[config.mk]
export PLATFORM = sky130hd
export DESIGN_NAME = csb_exec
export DESIGN_NICKNAME = d
export VERILOG_FILES = /design/src/design/csb_pkg.sv /design/src/design/csb_exec.sv
export SDC_FILE = /design/constraint.sdc
export NUM_CORES = 1
export LEC_CHECK = 0
export BUFFER_PORTS_ARGS = -buffer_cell sky130_fd_sc_hd__buf_4
export CAP_MARGIN = 20
export CELL_PAD_IN_SITES_DETAIL_PLACEMENT = 0
export CELL_PAD_IN_SITES_GLOBAL_PLACEMENT = 1
export CORE_MARGIN = 2
export CORE_UTILIZATION = 35
export DETAILED_ROUTE_END_ITERATION = 7
export PLACE_DENSITY_LB_ADDON = 0.1
export SYNTH_ARGS = -nofsm -noshare
export SYNTH_HDL_FRONTEND = slang
export SYNTH_SLANG_ARGS = --single-unit
[constraint.sdc]
create_clock -name core_clk -period 1.6 [get_ports core_clk]
set_input_delay 0.08 -clock core_clk [delete_from_list [all_inputs] [get_ports core_clk]]
set_output_delay 0.08 -clock core_clk [all_outputs]
set_load 0.005 [all_outputs]
[src/design/csb_pkg.sv]
/*
 * shared types and constants for the skip/branch/or execute slice
 * assumes a single core clock; decode happens upstream of this slice
 */
`default_nettype none

package csb_pkg;

   ////////////////////////////////////////////////////////////////////
   // widths
   localparam int ACC_W  = 8;     // working register width
   localparam int ADDR_W = 7;     // file register address width
   localparam int IMM_W  = 11;    // jump immediate width
   localparam int PC_W   = 13;    // program counter width
   localparam int PAGE_W = 8;     // page latch register width

   // page latch bits that feed pc bits 12 and 11
   localparam int PAGE_HI = 4;
   localparam int PAGE_LO = 3;

   // reset values
   localparam logic [ACC_W-1:0]  ACC_RST  = 8'h00;
   localparam logic [PC_W-1:0]   PC_RST   = 13'h0000;
   localparam logic [ADDR_W-1:0] ADDR_RST = 7'h00;
   localparam logic [ACC_W-1:0]  ACC_ZERO = 8'h00;   // cleared value
   localparam logic [ACC_W-1:0]  ACC_ONE  = 8'h01;   // step size

   ////////////////////////////////////////////////////////////////////
   // operation selected by the upstream decoder
   typedef enum logic [2:0] {
      CSB_OP_NONE     = 3'b000,   // some other instruction
      CSB_OP_CLR_ACC  = 3'b001,   // clear_working_reg
      CSB_OP_DEC_SKIP = 3'b010,   // dec_skip_if_zero
      CSB_OP_INC_SKIP = 3'b011,   // inc_skip_if_zero
      CSB_OP_JUMP     = 3'b100,   // jump_immediate
      CSB_OP_OR_LIT   = 3'b101    // or_literal_into_acc
   } csb_op_t;

   // destination select bit values
   localparam logic DEST_ACC  = 1'b0;
   localparam logic DEST_FILE = 1'b1;

   // slice state
   typedef enum logic [0:0] {
      CSB_ST_RUN     = 1'b0,      // next instruction executes
      CSB_ST_DISCARD = 1'b1       // next instruction becomes a nop
   } csb_state_t;

   ////////////////////////////////////////////////////////////////////
   // one issued instruction
   typedef struct packed {
      logic              valid;   // instruction present this cycle
      csb_op_t           op;      // decoded operation
      logic [ADDR_W-1:0] faddr;   // file register address
      logic              dest;    // destination select
      logic [IMM_W-1:0]  imm;     // immediate; literal in low 8 bits
   } csb_instr_t;

   // write-back toward the file register array
   typedef struct packed {
      logic              en;      // one-cycle write strobe
      logic [ADDR_W-1:0] addr;    // target address
      logic [ACC_W-1:0]  data;    // write data
   } csb_fwr_t;

endpackage : csb_pkg

`default_nettype wire

[src/design/csb_exec.sv]
/*
 * execute slice for clear-acc, dec/inc-skip, jump and or-literal
 * assumes instruction and file read data arrive on core_clk, same cycle
 */
// Overview of operation
// RQ1 - clear acc loads zero, sets zero flag
// RQ2 - dec-skip subtracts one from file register
// RQ3 - inc-skip adds one to file register
// RQ4 - dest bit zero to acc, one to file
// RQ5 - zero skip result turns next into nop
// RQ6 - jump loads 11-bit immediate into pc low
// RQ7 - pc bits 12:11 from page latch 4:3
// RQ8 - jump takes two instruction cycles
// RQ9 - or literal into acc, result in acc
// RQ10 - or sets zero flag; skips keep flags
`default_nettype none

module csb_exec (
   input  wire logic                        core_clk,
   input  wire logic                        rstn,
   input  wire csb_pkg::csb_instr_t         instr,
   input  wire logic [csb_pkg::ACC_W-1:0]   file_rdata,
   input  wire logic [csb_pkg::PAGE_W-1:0]  pc_page_latch,
   output var  logic [csb_pkg::ACC_W-1:0]   acc_ff,
   output var  logic                        zero_ff,
   output var  csb_pkg::csb_fwr_t           fwr_ff,
   output var  logic                        pc_load_ff,
   output var  logic [csb_pkg::PC_W-1:0]    pc_ff,
   output var  logic                        nop_cycle_ff
);

   ////////////////////////////////////////////////////////////////////
   // helpers

   // true when an 8-bit value is all zero
   function automatic logic is_zero(input logic [csb_pkg::ACC_W-1:0] v);
      is_zero = (v == csb_pkg::ACC_ZERO);
   endfunction : is_zero

   // step a file value by one, down or up
   function automatic logic [csb_pkg::ACC_W-1:0] step(
      input logic [csb_pkg::ACC_W-1:0] v,
      input logic                      down);
      step = down ? csb_pkg::ACC_W'(v - csb_pkg::ACC_ONE)
                  : csb_pkg::ACC_W'(v + csb_pkg::ACC_ONE);
   endfunction : step

   ////////////////////////////////////////////////////////////////////
   // decode of the issued instruction

   csb_pkg::csb_state_t          state_ff;     // run or discard
   csb_pkg::csb_state_t          nxt_state;    // next state
   logic                         issue;        // instruction really runs
   logic                         is_skip;      // either skip op
   logic [csb_pkg::ACC_W-1:0]    skip_res;     // stepped file value
   logic                         skip_taken;   // skip result is zero
   logic [csb_pkg::ACC_W-1:0]    or_res;       // acc or literal
   logic [csb_pkg::ACC_W-1:0]    lit;          // 8-bit literal

   // a discarded instruction never issues
   assign issue = instr.valid && (state_ff == csb_pkg::CSB_ST_RUN);
   assign is_skip = (instr.op == csb_pkg::CSB_OP_DEC_SKIP) ||
                    (instr.op == csb_pkg::CSB_OP_INC_SKIP);
   // dec and inc share one stepper
   assign skip_res = step(file_rdata,
                          instr.op == csb_pkg::CSB_OP_DEC_SKIP); // RQ2 RQ3
   assign skip_taken = is_zero(skip_res);                        // RQ5
   assign lit = instr.imm[csb_pkg::ACC_W-1:0];
   assign or_res = acc_ff | lit;                                  // RQ9

   ////////////////////////////////////////////////////////////////////
   // next state: jump and taken skip discard the following slot
   always_comb begin
      nxt_state = csb_pkg::CSB_ST_RUN;
      if (issue) begin
         case (instr.op)
            csb_pkg::CSB_OP_JUMP: begin
               nxt_state = csb_pkg::CSB_ST_DISCARD;               // RQ8
            end
            csb_pkg::CSB_OP_DEC_SKIP,
            csb_pkg::CSB_OP_INC_SKIP: begin
               if (skip_taken) begin
                  nxt_state = csb_pkg::CSB_ST_DISCARD;            // RQ5
               end
            end
            default: begin
               nxt_state = csb_pkg::CSB_ST_RUN;
            end
         endcase
      end
   end

   // state register; nop flag mirrors the discard slot
   always_ff @(posedge core_clk or negedge rstn) begin
      if (!rstn) begin
         state_ff     <= csb_pkg::CSB_ST_RUN;
         nop_cycle_ff <= 1'b0;
      end else begin
         state_ff     <= nxt_state;
         nop_cycle_ff <= (nxt_state == csb_pkg::CSB_ST_DISCARD);
      end
   end

   ////////////////////////////////////////////////////////////////////
   // working register
   always_ff @(posedge core_clk or negedge rstn) begin
      if (!rstn) begin
         acc_ff <= csb_pkg::ACC_RST;
      end else if (issue) begin
         case (instr.op)
            csb_pkg::CSB_OP_CLR_ACC: begin
               acc_ff <= csb_pkg::ACC_ZERO;                       // RQ1
            end
            csb_pkg::CSB_OP_DEC_SKIP,
            csb_pkg::CSB_OP_INC_SKIP: begin
               if (instr.dest == csb_pkg::DEST_ACC) begin
                  acc_ff <= skip_res;                             // RQ4
               end
            end
            csb_pkg::CSB_OP_OR_LIT: begin
               acc_ff <= or_res;                                  // RQ9
            end
            default: begin
               acc_ff <= acc_ff;
            end
         endcase
      end
   end

   ////////////////////////////////////////////////////////////////////
   // zero flag; skips and jump leave it alone
   always_ff @(posedge core_clk or negedge rstn) begin
      if (!rstn) begin
         zero_ff <= 1'b0;
      end else if (issue) begin
         case (instr.op)
            csb_pkg::CSB_OP_CLR_ACC: begin
               zero_ff <= 1'b1;                                   // RQ1
            end
            csb_pkg::CSB_OP_OR_LIT: begin
               zero_ff <= is_zero(or_res);                        // RQ10
            end
            default: begin
               zero_ff <= zero_ff;                                // RQ10
            end
         endcase
      end
   end

   ////////////////////////////////////////////////////////////////////
   // file write-back strobe, one cycle per skip with dest one
   always_ff @(posedge core_clk or negedge rstn) begin
      if (!rstn) begin
         fwr_ff.en   <= 1'b0;
         fwr_ff.addr <= csb_pkg::ADDR_RST;
         fwr_ff.data <= csb_pkg::ACC_RST;
      end else begin
         fwr_ff.en <= issue && is_skip &&
                      (instr.dest == csb_pkg::DEST_FILE);          // RQ4
         if (issue && is_skip) begin
            fwr_ff.addr <= instr.faddr;
            fwr_ff.data <= skip_res;                              // RQ2 RQ3
         end
      end
   end

   ////////////////////////////////////////////////////////////////////
   // program counter load for the jump
   always_ff @(posedge core_clk or negedge rstn) begin
      if (!rstn) begin
         pc_load_ff <= 1'b0;
         pc_ff      <= csb_pkg::PC_RST;
      end else begin
         pc_load_ff <= issue && (instr.op == csb_pkg::CSB_OP_JUMP);
         if (issue && (instr.op == csb_pkg::CSB_OP_JUMP)) begin
            // page bits on top, immediate below
            pc_ff <= {pc_page_latch[csb_pkg::PAGE_HI:csb_pkg::PAGE_LO],
                      instr.imm};                                 // RQ6 RQ7
         end
      end
   end
endmodule : csb_exec

`default_nettype wire

* Yosys cells after proc, flatten, opt, wreduce, memory -nomap -nowiden *
Cells that the tools add are included.

storage, ports and cells
  register bits = 40
  output and inout port bits = 40
  bits of input ports = 41
  logic and storage cells = 37

cells by class
  multiplexer cells = 7
  bitwise gates (word level) = 2
  reductions and logical operators = 12
  $add $sub $neg = 2
  eq/ne operators = 6

operators with widths
  operator                                                             number
  8-bit case mux with 3 select lines                                   1
  8-bit zero test                                                      2
  8-bit 2-to-1 mux                                                     2
  8-bit by 1-bit adder with 8-bit output (second input constant)       1
  8-bit OR                                                             1
  8-bit by 1-bit subtractor with 8-bit output (second input constant)  1
  3-bit by 2-bit == test with 1-bit output (second input constant)     2
  3-bit == test (second input constant)                                2
  1-bit logical AND                                                    4
  1-bit case mux with 2 select lines                                   2
  3-bit by 1-bit == test with 1-bit output (second input constant)     1
  3-bit AND reduction                                                  1
  3-bit nonzero test                                                   1
  1-bit 2-to-1 mux                                                     2
  2-bit != test (second input constant)                                1
  2-bit AND reduction                                                  1
  2-bit nonzero test                                                   1
  2-bit OR reduction                                                   1
  1-bit logical OR                                                     1
  1-bit NOT                                                            1

* Logic depth before layout (Yosys ltp) *
Gate-level depths: netlist (run 1).

  depth in word-level cells = 6
  mapped depth = 8
  gate-level depth less buffers = 7

* Least setup slack after synthesis (run 1) *
No wires, ideal clock.

  path type = input to register
  start = input port instr[21] (netlist bit)
  end = register acc_ff[7] (netlist bit)
  required time = 1.478 ns
  buffers on the path = 1
  library setup time = 0.122 ns
  setup slack = -0.417 ns
  data arrival time = 1.895 ns
  stages = 8
  path through = buf_4 -> nor3b_4 -> ha_1 -> a211oi_2 -> nor4_2 -> or3b_1 -> a32oi_1 -> nor2_1

on the way
  longest elaborated chain between the ends = 4
  elaborated cells on any way between the ends = 11
  classes of those cells = eq/ne: 5; mux: 3; reduce/logical: 3

RTL lines
  what                                                                              RTL line                         text
  start: declaration                                                                csb_exec.sv:21                   input wire csb_pkg::csb_instr_t instr,
  3-bit by 2-bit == test with 1-bit output (on tied branches)                       csb_exec.sv:66, csb_exec.sv:110
  8-bit 2-to-1 mux / 2-bit OR reduction (equally long branches)                     csb_exec.sv:44, csb_exec.sv:110
  8-bit 2-to-1 mux, or another cell as far along                                    csb_exec.sv:116                  if (instr.dest == csb_pkg::DEST_ACC) begin
  8-bit case mux with 3 select lines / 3-bit AND reduction (equally long branches)  --
  end signal: assignment                                                            csb_exec.sv:112                  acc_ff <= csb_pkg::ACC_ZERO;
  end signal: assignment                                                            csb_exec.sv:117                  acc_ff <= skip_res;
  end signal: assignment                                                            csb_exec.sv:121                  acc_ff <= or_res;
  end: declaration                                                                  csb_exec.sv:24                   output var logic [csb_pkg::ACC_W-1:0] acc_ff,

Parallel ways exist; a longest one is shown, timed or not. The select of a mux whose other input is x is not followed.
A chain may end at the register's enable or synchronous reset.

* Worst setup path in the final report (run 1) *
  start = input port instr[21] (netlist bit)
  end = register acc_ff[6] (netlist bit)

Same word-level chain as after synthesis.

==> metrics.txt, run 1 <==
Net Count, Synth=257; violation count after the first detailed-route iteration=68; Die X=80.03 um; setup ws final=-0.07662 ns; post-synthesis sequential area ratio=49.47%; maxcap violations=0; post-detail-place hpwl=4233 um; fin util=60.48%; Static Leak=1.613 nW; critical path's top delay family=compound AO/OA/AOI/OAI gates; most frequent cells in the layout=buf_4 (103), nand2_1 (52), dfrtp_1 (40), nor2_1 (15), dlygate4sd3_1 (13); Mapped Area=0.002023 mm^2; worst-margin pin slew=0.5224 ns; final period utilization=104.8%; dominant cells by area after synthesis=dfrtp_1 (49%), nand2_1 (9.6%), mux2_2 (4.5%), ha_1 (4.3%), nor2_1 (3.2%); cts bufs inserted=5; global-route track usage on met1=23.85%; vias per std cell=4.944; Max stage delay on crit path=0.29 ns; IR drop worst, VDD=0.0004047 V; die area=0.006405 mm^2; DR DRC count=0; Netlist cell types=46; global-route wire length before repair=9308 um; power per cell area=887.9 mW/mm^2; Starting Density=36.52%; cells along the critical path=buf_8, nor3b_4, buf_6, buf_6, ha_4, buf_6, or3b_4, o211ai_1, a311oi_4, o22ai_1, o21a_1; Yosys Warn Count=0; number of synthesized register bits=40; CTS tree=yes; worst path arrival time=1.87 ns; clock sink count=40; Fmax achieved=596.4 MHz; antenna viol nets, final=0; Routability Congestion=0.7892; Syn Inst Count=208; crit path launch type=input pin; gr ovfl total=0; CP required=1.79 ns; Placed Area=0.002889 mm^2; outcome=finished, violations left; detailed-route via count=2,017; fin. max-slew vios=0; largest area contributor in the netlist=dfrtp_1; antenna violations before repair=0; synthesized area per cell=9.727 um^2; boundary pin count=81; Root Buffer=clkbuf_8; layout cells sized above 1=45.83%; skew final=0.006390 ns; gr busiest metal=met2; top-area cell type share of the netlist area=49.47%; RSZ-0062 raised after global routing=true; shortest period the worst path allows=1.677 ns; met3 usage=4.525%; Tightest Hold Check Type=input pin to flip-flop; Rows=27; worst-skew pair later-pin latency=0.29 ns; # H-tree levels=2; CP Capture Type=flip-flop; slowest CP cell=a311oi_4; Slew HR=65.17%; Setup Viol. Count Final=5; Post-synth EDFFs=0; commonest non-fill, non-tap cell in the layout=buf_4; Die Y=80.03 um; met2 Use GR=30.92%; largest net degree at the start of global routing=41; final net count=384; GR Util All Layers=18.88%; Reg clk slew, reported paths=0.08 ns; I/O Buffers=74; Routed WL=6006 um; ys async rst share=100.0%; Top cell by count, worst path=buf_6; Syn-to-layout area delta=65.62%; design area=0.003351 mm^2; Setup CP Type=input pin to flip-flop; WL/cell=14.72 um; final hold violation count=0; vias in the first global route=1,969; n_diodes=0; violated checks=setup timing; total core area=0.005540 mm^2; Pre-antenna DRT Iters=4; CP max FO=5; Max Buffers Root-to-Sink=2; Buf/Inv on CP=4; top_reg_cell synth=dfrtp_1
==> per-layer routing <==
layer | vias to the layer above | wire (um)
li1 | 987 | -
met1 | 964 | 2716
met2 | 55 | 2869
met3 | 11 | 293
met4 | 0 | 126
met5 | - | 0
==> power breakdown <==
group	internal (mW)	switching, mW	total (mW)
clock	0.350	0.352	0.702
combinational	0.575	0.401	0.976
sequential	1.19	0.106	1.30
==> metrics by stage <==
step	setup slack, ns	std cells	total power [mW]	setup TNS [ns]	hold slack, ns
after floorplan	-0.3339	208	1.635	-1.982	-0.2156
after global placement	-0.4738	382	2.163	-4.433	0.09495
after detailed placement	-0.5029	382	2.175	-4.680	0.09056
after CTS	-0.04163	404	2.964	-0.1219	0.004913
after global routing	-0.1351	408	3.176	-0.6769	0.007739
final	-0.07662	408	2.975	-0.2828	0.01073
==> what timing repair did <==
action	4_1_cts	5_1_grt
hold endpoints to repair	52	0
setup endpoints to repair	9	17
hold buffers	13	0
gates resized for setup	24	16
buffers inserted	1	4
pin swaps	10	11
==> registers in the layout (all words and copies together), names as in the netlist <==
name        flops
fwr_ff         16
pc_ff          13
acc_ff          8
pc_load_ff      1
state_ff        1
zero_ff         1
==> logic make-up (layout without fill, tap and decap cells) <==
kind of cell	Yosys count	count (layout)	synth area share [%]
muxes	8	8	4.453
AOI/OAI and AO/OA	44	44	14.66
and+or+nand+nor	99	99	23.69
adders and majority gates	8	8	5.318
buffers and inverters	7	135	1.546
DFF	40	40	49.47
xor gates and xnor gates	2	2	0.8660
==> cells in the mapped netlist, types with 2 or more instances <==
| library cell | n |
|---|---|
| nand2_1 | 52 |
| dfrtp_1 | 40 |
| nor2_1 | 17 |
| a21oi_1 | 10 |
| o21ai_0 | 10 |
| mux2_2 | 8 |
| ha_1 | 7 |
| nand3_1 | 6 |
| o21a_1 | 5 |
| nor2b_1 | 4 |
| nand2b_1 | 3 |
| nor3b_1 | 3 |
| o22ai_1 | 3 |
| clkbuf_1 | 2 |
| inv_1 | 2 |
| nor4_1 | 2 |
| o21bai_1 | 2 |
| o22a_1 | 2 |
| or4_1 | 2 |
| xnor2_1 | 2 |
==> layout make-up <==
cell class | count | area [um^2]
fillers | 493 | 2190
clock buffers | 7 | 86.33
flip-flops and latches | 40 | 1001
well taps | 72 | 90.09
inverters | 3 | 11.26
clock inverters | 1 | 7.507
multi-input cells | 161 | 1157
repair buffers | 124 | 997.2
==> final timing paths <==
kind | start | end | slack, ns | cells past startpoint
worst min-delay path | instr[11] | fwr_ff[15] | 0.01 | 2
worst min register to register | pc_ff[8] | pc_ff[8] | 0.48 | 2
worst max register to register | acc_ff[2] | zero_ff | 0.12 | 4
worst max-delay path | instr[21] | acc_ff[6] | -0.08 | 11
max in group asynchronous | rstn | acc_ff[0] | 0.93 | 2
min in group asynchronous | rstn | fwr_ff[12] | 0.31 | 2
Power figures use the tool's default switching activity.
==> run 2, diff against run 1 <==
--- a/config.mk
+++ b/config.mk
@@ -5,12 +5,13 @@
 export SDC_FILE = /design/constraint.sdc
 export NUM_CORES = 1
 export LEC_CHECK = 0
+export ABC_AREA = 1
 export BUFFER_PORTS_ARGS = -buffer_cell sky130_fd_sc_hd__buf_4
 export CAP_MARGIN = 20
 export CELL_PAD_IN_SITES_DETAIL_PLACEMENT = 0
 export CELL_PAD_IN_SITES_GLOBAL_PLACEMENT = 1
 export CORE_MARGIN = 2
-export CORE_UTILIZATION = 35
+export CORE_UTILIZATION = 34
 export DETAILED_ROUTE_END_ITERATION = 7
 export PLACE_DENSITY_LB_ADDON = 0.1
 export SYNTH_ARGS = -nofsm -noshare
==> metrics.txt, run 2 <==
cts bufs inserted=5 (unchanged); detailed-route via count=2,064 (was 2,017); design area=0.003177 mm^2 (was 0.003351 mm^2); switch share=28.25% (was 28.87%); cells along the critical path=buf_4, inv_1, nand3_2, inv_4, ha_1, or2_2, nand3_1, nand2_1, nand2_1, nand2_1, nor2_1, nand2_1, nand2_1 (was buf_8, nor3b_4, buf_6, buf_6, ha_4, buf_6, or3b_4, o211ai_1, a311oi_4, o22ai_1, o21a_1); Net Count, Synth=330 (was 257); global-route wire length before repair=8797 um (was 9308 um); Reg2Reg Depth=8 (was 4); Routed WL=5496 um (was 6006 um); Comb pwr share=27.8% (was 32.8%); vias per std cell=4.401 (was 4.944); Yosys Warn Count=0 (unchanged); worst-skew pair later-pin latency=0.29 ns (about the same); worst-margin pin slew=0.5049 ns (was 0.5224 ns); max reg flops=16 (unchanged); layout cells sized above 1=28.93% (was 45.83%); maxcap violations=0 (unchanged); Mapped Area=0.002102 mm^2 (was 0.002023 mm^2); Setup CP Type=input pin to flip-flop (unchanged); RSZ-0062 raised after global routing=false (was true); Tightest Hold Check Type=input pin to flip-flop (unchanged); clock sink count=40 (unchanged); skew final=0.005590 ns (was 0.006390 ns); total core area=0.005956 mm^2 (was 0.005540 mm^2); CP Capture Type=flip-flop (unchanged); largest reg by FF count=fwr_ff (unchanged); final period utilization=88.45% (was 104.8%); post-detail-place hpwl=4252 um (was 4233 um); Setup Viol. Count Final=0 (was 5); worst path arrival time=1.64 ns (was 1.87 ns); gr ovfl total=0 (unchanged); Post-CTS Setup Repair Bufs=0 (was 1); sequential share of power=43.0% (was 43.6%); area share of fa/ha/maj cells after synthesis=5.119% (was 5.318%); Top cell by count, worst path=nand2_1 (was buf_6); Setup crit end=state_ff (was acc_ff[6]); Starting Density=35.29% (was 36.52%); final net count=442 (was 384); gr busiest metal=met2 (unchanged); boundary pin count=81 (unchanged); GR Util All Layers=16.98% (was 18.88%); final hold violation count=0 (unchanged); power per cell area=943.1 mW/mm^2 (was 887.9 mW/mm^2); CP startpoint=instr[19] (was instr[21]); Die X=82.63 um (was 80.03 um); CP max FO=6 (was 5); IR drop worst, VDD=0.0005436 V (was 0.0004047 V); WL/cell=11.72 um (was 14.72 um); cell with the most instances after synthesis=nand2_1 (unchanged); post-synthesis sequential area ratio=47.62% (was 49.47%); I/O Buffers=74 (unchanged); violation count after the first detailed-route iteration=65 (was 68); placed insts=445 (was 382); Critical R2R Launch=state_ff (was acc_ff[2]); clock power share=29.2% (was 23.6%); Post-Synth Simple-Gate Area=32.26% (was 23.69%); end of the worst register-to-register path=acc_ff[6] (was zero_ff); Post-synth top cells=nand2_1 (118), dfrtp_1 (40), inv_1 (31) (was nand2_1 (52), dfrtp_1 (40), nor2_1 (17)); Slew HR=66.34% (was 65.17%); antenna violations before repair=0 (unchanged); Compound-Gate Fraction of Synth Area=7.798% (was 14.66%); Max stage delay on crit path=0.32 ns (was 0.29 ns); crit path launch type=input pin (unchanged); Max Buffers Root-to-Sink=2 (unchanged); Pwr Total=2.996 mW (was 2.975 mW); Static Leak=1.793 nW (was 1.613 nW); largest area contributor in the netlist=dfrtp_1 (unchanged); Reg clk slew, reported paths=0.08 ns (about the same); Post-synth EDFFs=0 (unchanged); DR DRC count=0 (unchanged); Syn Inst Count=281 (was 208); met2 Use GR=30.08% (was 30.92%); top-area cell type share of the netlist area=47.62% (was 49.47%); synthesized area per cell=7.480 um^2 (was 9.727 um^2); top_reg_cell synth=dfrtp_1 (unchanged); biggest registers after layout=fwr_ff (16), pc_ff (13), acc_ff (8) (unchanged); Rows=28 (was 27); slowest CP cell=or2_2 (was a311oi_4); largest family of logic cells by synthesized area=simple AND/OR/NAND/NOR gates (unchanged); fin. max-slew vios=0 (unchanged); Pre-antenna DRT Iters=4 (unchanged); r2r setup slk=0.23 ns (was 0.12 ns); met3 usage=3.587% (was 4.525%); CTS tree=yes (unchanged); Finished Layout Cells=469 (was 408); outcome=finished clean (was finished, violations left); Syn-to-layout area delta=51.13% (was 65.62%); shortest period the worst path allows=1.415 ns (was 1.677 ns); Pint=2.150 mW (was 2.116 mW); Die Y=82.63 um (was 80.03 um); largest net degree at the start of global routing=41 (unchanged); Fin Hold WS=0.01072 ns (was 0.01073 ns); dominant cells by area after synthesis=dfrtp_1 (48%), nand2_1 (21%), inv_1 (5.5%), ha_1 (4.2%), nand3_1 (4.0%) (was dfrtp_1 (49%), nand2_1 (9.6%), mux2_2 (4.5%), ha_1 (4.3%), nor2_1 (3.2%)); Placed Area=0.002883 mm^2 (was 0.002889 mm^2); CP required=1.83 ns (was 1.79 ns); ys async rst share=100.0% (unchanged); global-route track usage on met1=21.20% (was 23.85%); vias in the first global route=1,961 (was 1,969); commonest non-fill, non-tap cell in the layout=nand2_1 (was buf_4); switching pwr=0.8462 mW (was 0.8590 mW); most frequent cells in the layout=nand2_1 (116), buf_4 (93), dfrtp_1 (40), inv_1 (30), nor2_1 (22) (was buf_4 (103), nand2_1 (52), dfrtp_1 (40), nor2_1 (15), dlygate4sd3_1 (13)); Root Buffer=clkbuf_8 (unchanged); mux contribution to synthesized area=0% (was 4.453%); antenna viol nets, final=0 (unchanged); number of synthesized register bits=40 (unchanged); die area=0.006828 mm^2 (was 0.006405 mm^2); Fmax achieved=706.6 MHz (was 596.4 MHz); Routability Congestion=0.7986 (was 0.7892); xor/xnor share of the synthesized area=0% (was 0.8658%); Netlist cell types=25 (was 46); n_diodes=0 (unchanged); # H-tree levels=2 (unchanged)
## run 2: cell types whose count changed after synthesis, sizes merged, moves of 3 or more
cell / change
nand3: +10
nand2b: -3
mux2: -8
o21a: -4
nor2: +6
nor3b: -4
nor2b: -4
nand2: +67
inv: +32
o21ai: +4
## run 2: cells by family (layout without fill, tap and decap cells)
family,Yosys count,after routing
buf+inv,39,152
flops,40,40
compound gates,29,29
fa+ha+maj,8,8
simple gates,165,165
## run 2: repair_timing
| item | CTS | global route |
|---|---|---|
| endpoints found under the hold margin | 55 | 0 |
| gates resized for setup | 0 | 5 |
| hold buffers | 16 | 0 |
| endpoints found under the setup margin | 0 | 8 |
## run 2: worst min path at each step
stage | startpoint | to | slack (ns) | depth (start not counted)
2_1_floorplan | rstn | acc_ff[0] | -0.22 | 0
3_3_place_gp | rstn | pc_ff[5] | 0.09 | 1
3_5_place_dp | rstn | pc_ff[5] | 0.1 | 1
4_1_cts | instr[7] | pc_ff[7] | 0.01 | 3
5_1_grt | instr[11] | fwr_ff[15] | 0.03 | 3
6_report | instr[7] | pc_ff[7] | 0.01 | 3
## run 2: critical path: cells and delay by family
family / cells / cell delay (ns)
adder cells (fa/ha/maj): 1 / 0.27
AND/OR/NAND/NOR: 9 / 1.00
buffers and inverters: 3 / 0.28
## run 2: metal layers
layer	wire (um)	vias up
li1	-	1100
met1	2486	919
met2	2686	41
met3	283	4
met4	39	0
met5	0	-
## run 2: final cells by class
class                      count  area [um^2]
clock buffer                   6        82.58
inverter                      35        136.4
fill                         605         2779
multi-input combinational    202        965.9
sequential                    40         1001
clock inverter                 2        38.79
timing repair buffer         109        858.3
tap                           75        93.84
## run 2: power by group through the flow
stage | Clock, mW | Combinational (mW) | Sequential [mW]
3_5_place_dp | 0 | 0.814 | 1.31
6_report | 0.876 | 0.833 | 1.29
4_1_cts | 0.902 | 0.848 | 1.29
5_1_grt | 0.946 | 0.951 | 1.31
2_1_floorplan | 0 | 0.306 | 1.31
3_3_place_gp | 0 | 0.802 | 1.31
## run 2: stage by stage
step | setup TNS, ns | util, % | setup slack, ns
3_3_place_gp | -1.593 | 48.40 | -0.2267
4_1_cts | 0 | 53.13 | 0.03336
3_5_place_dp | -2.094 | 48.40 | -0.2840
2_1_floorplan | 0 | - | 0.02859
5_1_grt | 0 | 53.34 | 0.01270
6_report | 0 | 53.34 | 0.1848
==> run 3, diff against run 2 <==
--- a/config.mk
+++ b/config.mk
@@ -10,7 +10,6 @@
 export CAP_MARGIN = 20
 export CELL_PAD_IN_SITES_DETAIL_PLACEMENT = 0
 export CELL_PAD_IN_SITES_GLOBAL_PLACEMENT = 1
-export CORE_MARGIN = 2
 export CORE_UTILIZATION = 34
 export DETAILED_ROUTE_END_ITERATION = 7
 export PLACE_DENSITY_LB_ADDON = 0.1
==> metrics.txt, run 3 (synthesis results as in run 2) <==
outcome=finished clean (unchanged); slowest CP cell=or2_2 (unchanged); CP max FO=6 (unchanged); maxcap violations=0 (unchanged); CP required=1.77 ns (was 1.83 ns); Static Leak=1.793 nW (about the same); Rows=28 (unchanged); global-route wire length before repair=8997 um (was 8797 um); die area=0.006501 mm^2 (was 0.006828 mm^2); gr busiest metal=met2 (unchanged); largest reg by FF count=fwr_ff (unchanged); Setup Viol. Count Final=0 (unchanged); commonest non-fill, non-tap cell in the layout=nand2_1 (unchanged); largest net degree at the start of global routing=41 (unchanged); DR DRC count=0 (unchanged); I/O Buffers=74 (unchanged); Max stage delay on crit path=0.31 ns (was 0.32 ns); RSZ-0062 raised after global routing=false (unchanged); Die Y=80.63 um (was 82.63 um); Finished Layout Cells=469 (unchanged); met2 Use GR=29.58% (was 30.08%); worst-margin pin slew=0.5152 ns (was 0.5049 ns); met3 usage=4.091% (was 3.587%); Root Buffer=clkbuf_8 (unchanged); Filler Cells Inserted=600 (was 605); biggest registers after layout=fwr_ff (16), pc_ff (13), acc_ff (8) (unchanged); boundary pin count=81 (unchanged); critical path's top delay family=simple AND/OR/NAND/NOR gates (unchanged); Starting Density=35.29% (unchanged); Routed WL=5468 um (was 5496 um); violation count after the first detailed-route iteration=76 (was 65); global-route track usage on met1=23.82% (was 21.20%); Max Buffers Root-to-Sink=2 (unchanged); antenna viol nets, final=0 (unchanged); crit path launch type=input pin (unchanged); # H-tree levels=2 (unchanged); fin. max-slew vios=0 (unchanged); gr ovfl total=0 (unchanged); final net count=442 (unchanged); Pwr Total=2.999 mW (was 2.996 mW); n_diodes=0 (unchanged); Setup CP Type=input pin to flip-flop (unchanged); Top cell by count, worst path=nand2_1 (unchanged); WL/cell=11.66 um (was 11.72 um); final period utilization=88.26% (was 88.45%); power per cell area=941.0 mW/mm^2 (was 943.1 mW/mm^2); detailed-route via count=2,073 (was 2,064); Tightest Hold Check Type=input pin to flip-flop (unchanged); cts bufs inserted=5 (unchanged); Pre-antenna DRT Iters=6 (was 4); worst path arrival time=1.58 ns (was 1.64 ns); Fmax achieved=708.2 MHz (was 706.6 MHz); Syn-to-layout area delta=51.61% (was 51.13%); Routability Congestion=0.8133 (was 0.7986); CTS tree=yes (unchanged); post-detail-place hpwl=4149 um (was 4252 um); design area=0.003187 mm^2 (was 0.003177 mm^2); CP Capture Type=flip-flop (unchanged); Buf/Inv on CP=3 (unchanged); placed insts=446 (was 445); vias in the first global route=1,920 (was 1,961); GR Util All Layers=18.07% (was 16.98%); IR drop worst, VDD=0.0004869 V (was 0.0005436 V); cells along the critical path=buf_4, inv_1, nand3_2, inv_4, ha_4, or2_2, nand2_1, nand2_1, nand2_1, nor2_1, o21ai_0, o21ai_0 (was buf_4, inv_1, nand3_2, inv_4, ha_1, or2_2, nand3_1, nand2_1, nand2_1, nand2_1, nor2_1, nand2_1, nand2_1); Reg clk slew, reported paths=0.07 ns (was 0.08 ns); sequential cell area=0.001001 mm^2 (unchanged); layout cells sized above 1=29.44% (was 28.93%); Slew HR=65.65% (was 66.34%); final hold violation count=0 (unchanged); vias per std cell=4.420 (was 4.401); total core area=0.005956 mm^2 (unchanged); shortest period the worst path allows=1.412 ns (was 1.415 ns); antenna violations before repair=0 (unchanged); max reg flops=16 (unchanged); skew final=0.005226 ns (was 0.005590 ns); area of the multi-input gates=978.4 um^2 (was 965.9 um^2); Placed Area=0.002890 mm^2 (was 0.002883 mm^2); worst-skew pair later-pin latency=0.29 ns (about the same); most frequent cells in the layout=nand2_1 (117), buf_4 (94), dfrtp_1 (40), inv_1 (30), nor2_1 (22) (was nand2_1 (116), buf_4 (93), dfrtp_1 (40), inv_1 (30), nor2_1 (22)); clock sink count=40 (unchanged); Die X=80.63 um (was 82.63 um)
## run 3: cell types whose count changed in the layout (fill, tap and decap cells not counted), sizes merged
cell,delta
buf,+1
dlygate4sd3,-1
## run 3: per-layer routing
metal | part of all wire (%) | up-vias
li1 | - | 1100
met1 | 46 | 924
met2 | 49 | 45
met3 | 4.8 | 4
met4 | 0.73 | 0
met5 | 0 | -
## run 3: what timing repair did
item                                   in CTS  in global routing
buffers inserted                            0                  0
hold buffers                               15                  0
setup endpoints to repair                   0                 10
gates resized for setup                     0                  6
endpoints found under the hold margin      54                  0
## run 3: power breakdown
part | total (mW) | internal, mW | switching, mW
registers | 1.29 | 1.19 | 0.106
logic | 0.834 | 0.458 | 0.377
clock network | 0.874 | 0.510 | 0.364
total | 3.00 | 2.15 | 0.846
## run 3: worst reg2reg max path, stage by stage, from the launching register on
cell     delay [ns]
dfrtp_1        0.40
inv_1          0.10
nand2_2        0.11
nor2_8         0.14
inv_4          0.05
o21ai_4        0.17
inv_2          0.11
nor2_1         0.11
a21oi_1        0.07
## run 3: path summary, 6_finish.rpt
kind	cells after the start	to	from	slack (ns)
hold / removal	3	pc_ff[6]	instr[6]	0.005
hold reg to reg	2	fwr_ff[8]	fwr_ff[8]	0.48
min in group asynchronous	2	pc_ff[4]	rstn	0.31
setup / recovery	12	acc_ff[3]	instr[19]	0.19
setup reg to reg	8	acc_ff[5]	state_ff	0.22
max in group asynchronous	2	fwr_ff[6]	rstn	0.94
## run 3: area by class of cell
type                    count  area share [%]
clock buffers               6           2.591
clock inverters             2           1.217
inverters                  35           4.280
multi-input cells         202           30.70
flip-flops and latches     40           31.41
well taps                  75           2.945
repair buffers            109           26.86
## run 3: metrics by stage
step / TNS [ns] / setup slack [ns] / hold slack [ns] / utilization (%)
2_1_floorplan: 0 / 0.02859 / -0.2156 / -
3_3_place_gp: -1.575 / -0.2285 / 0.09333 / 48.53
3_5_place_dp: -2.192 / -0.2993 / 0.09197 / 48.53
4_1_cts: 0 / 0.01421 / 0.0003981 / 53.09
5_1_grt: 0 / 0.03659 / 0.02225 / 53.51
6_report: 0 / 0.1879 / 0.005025 / 53.51
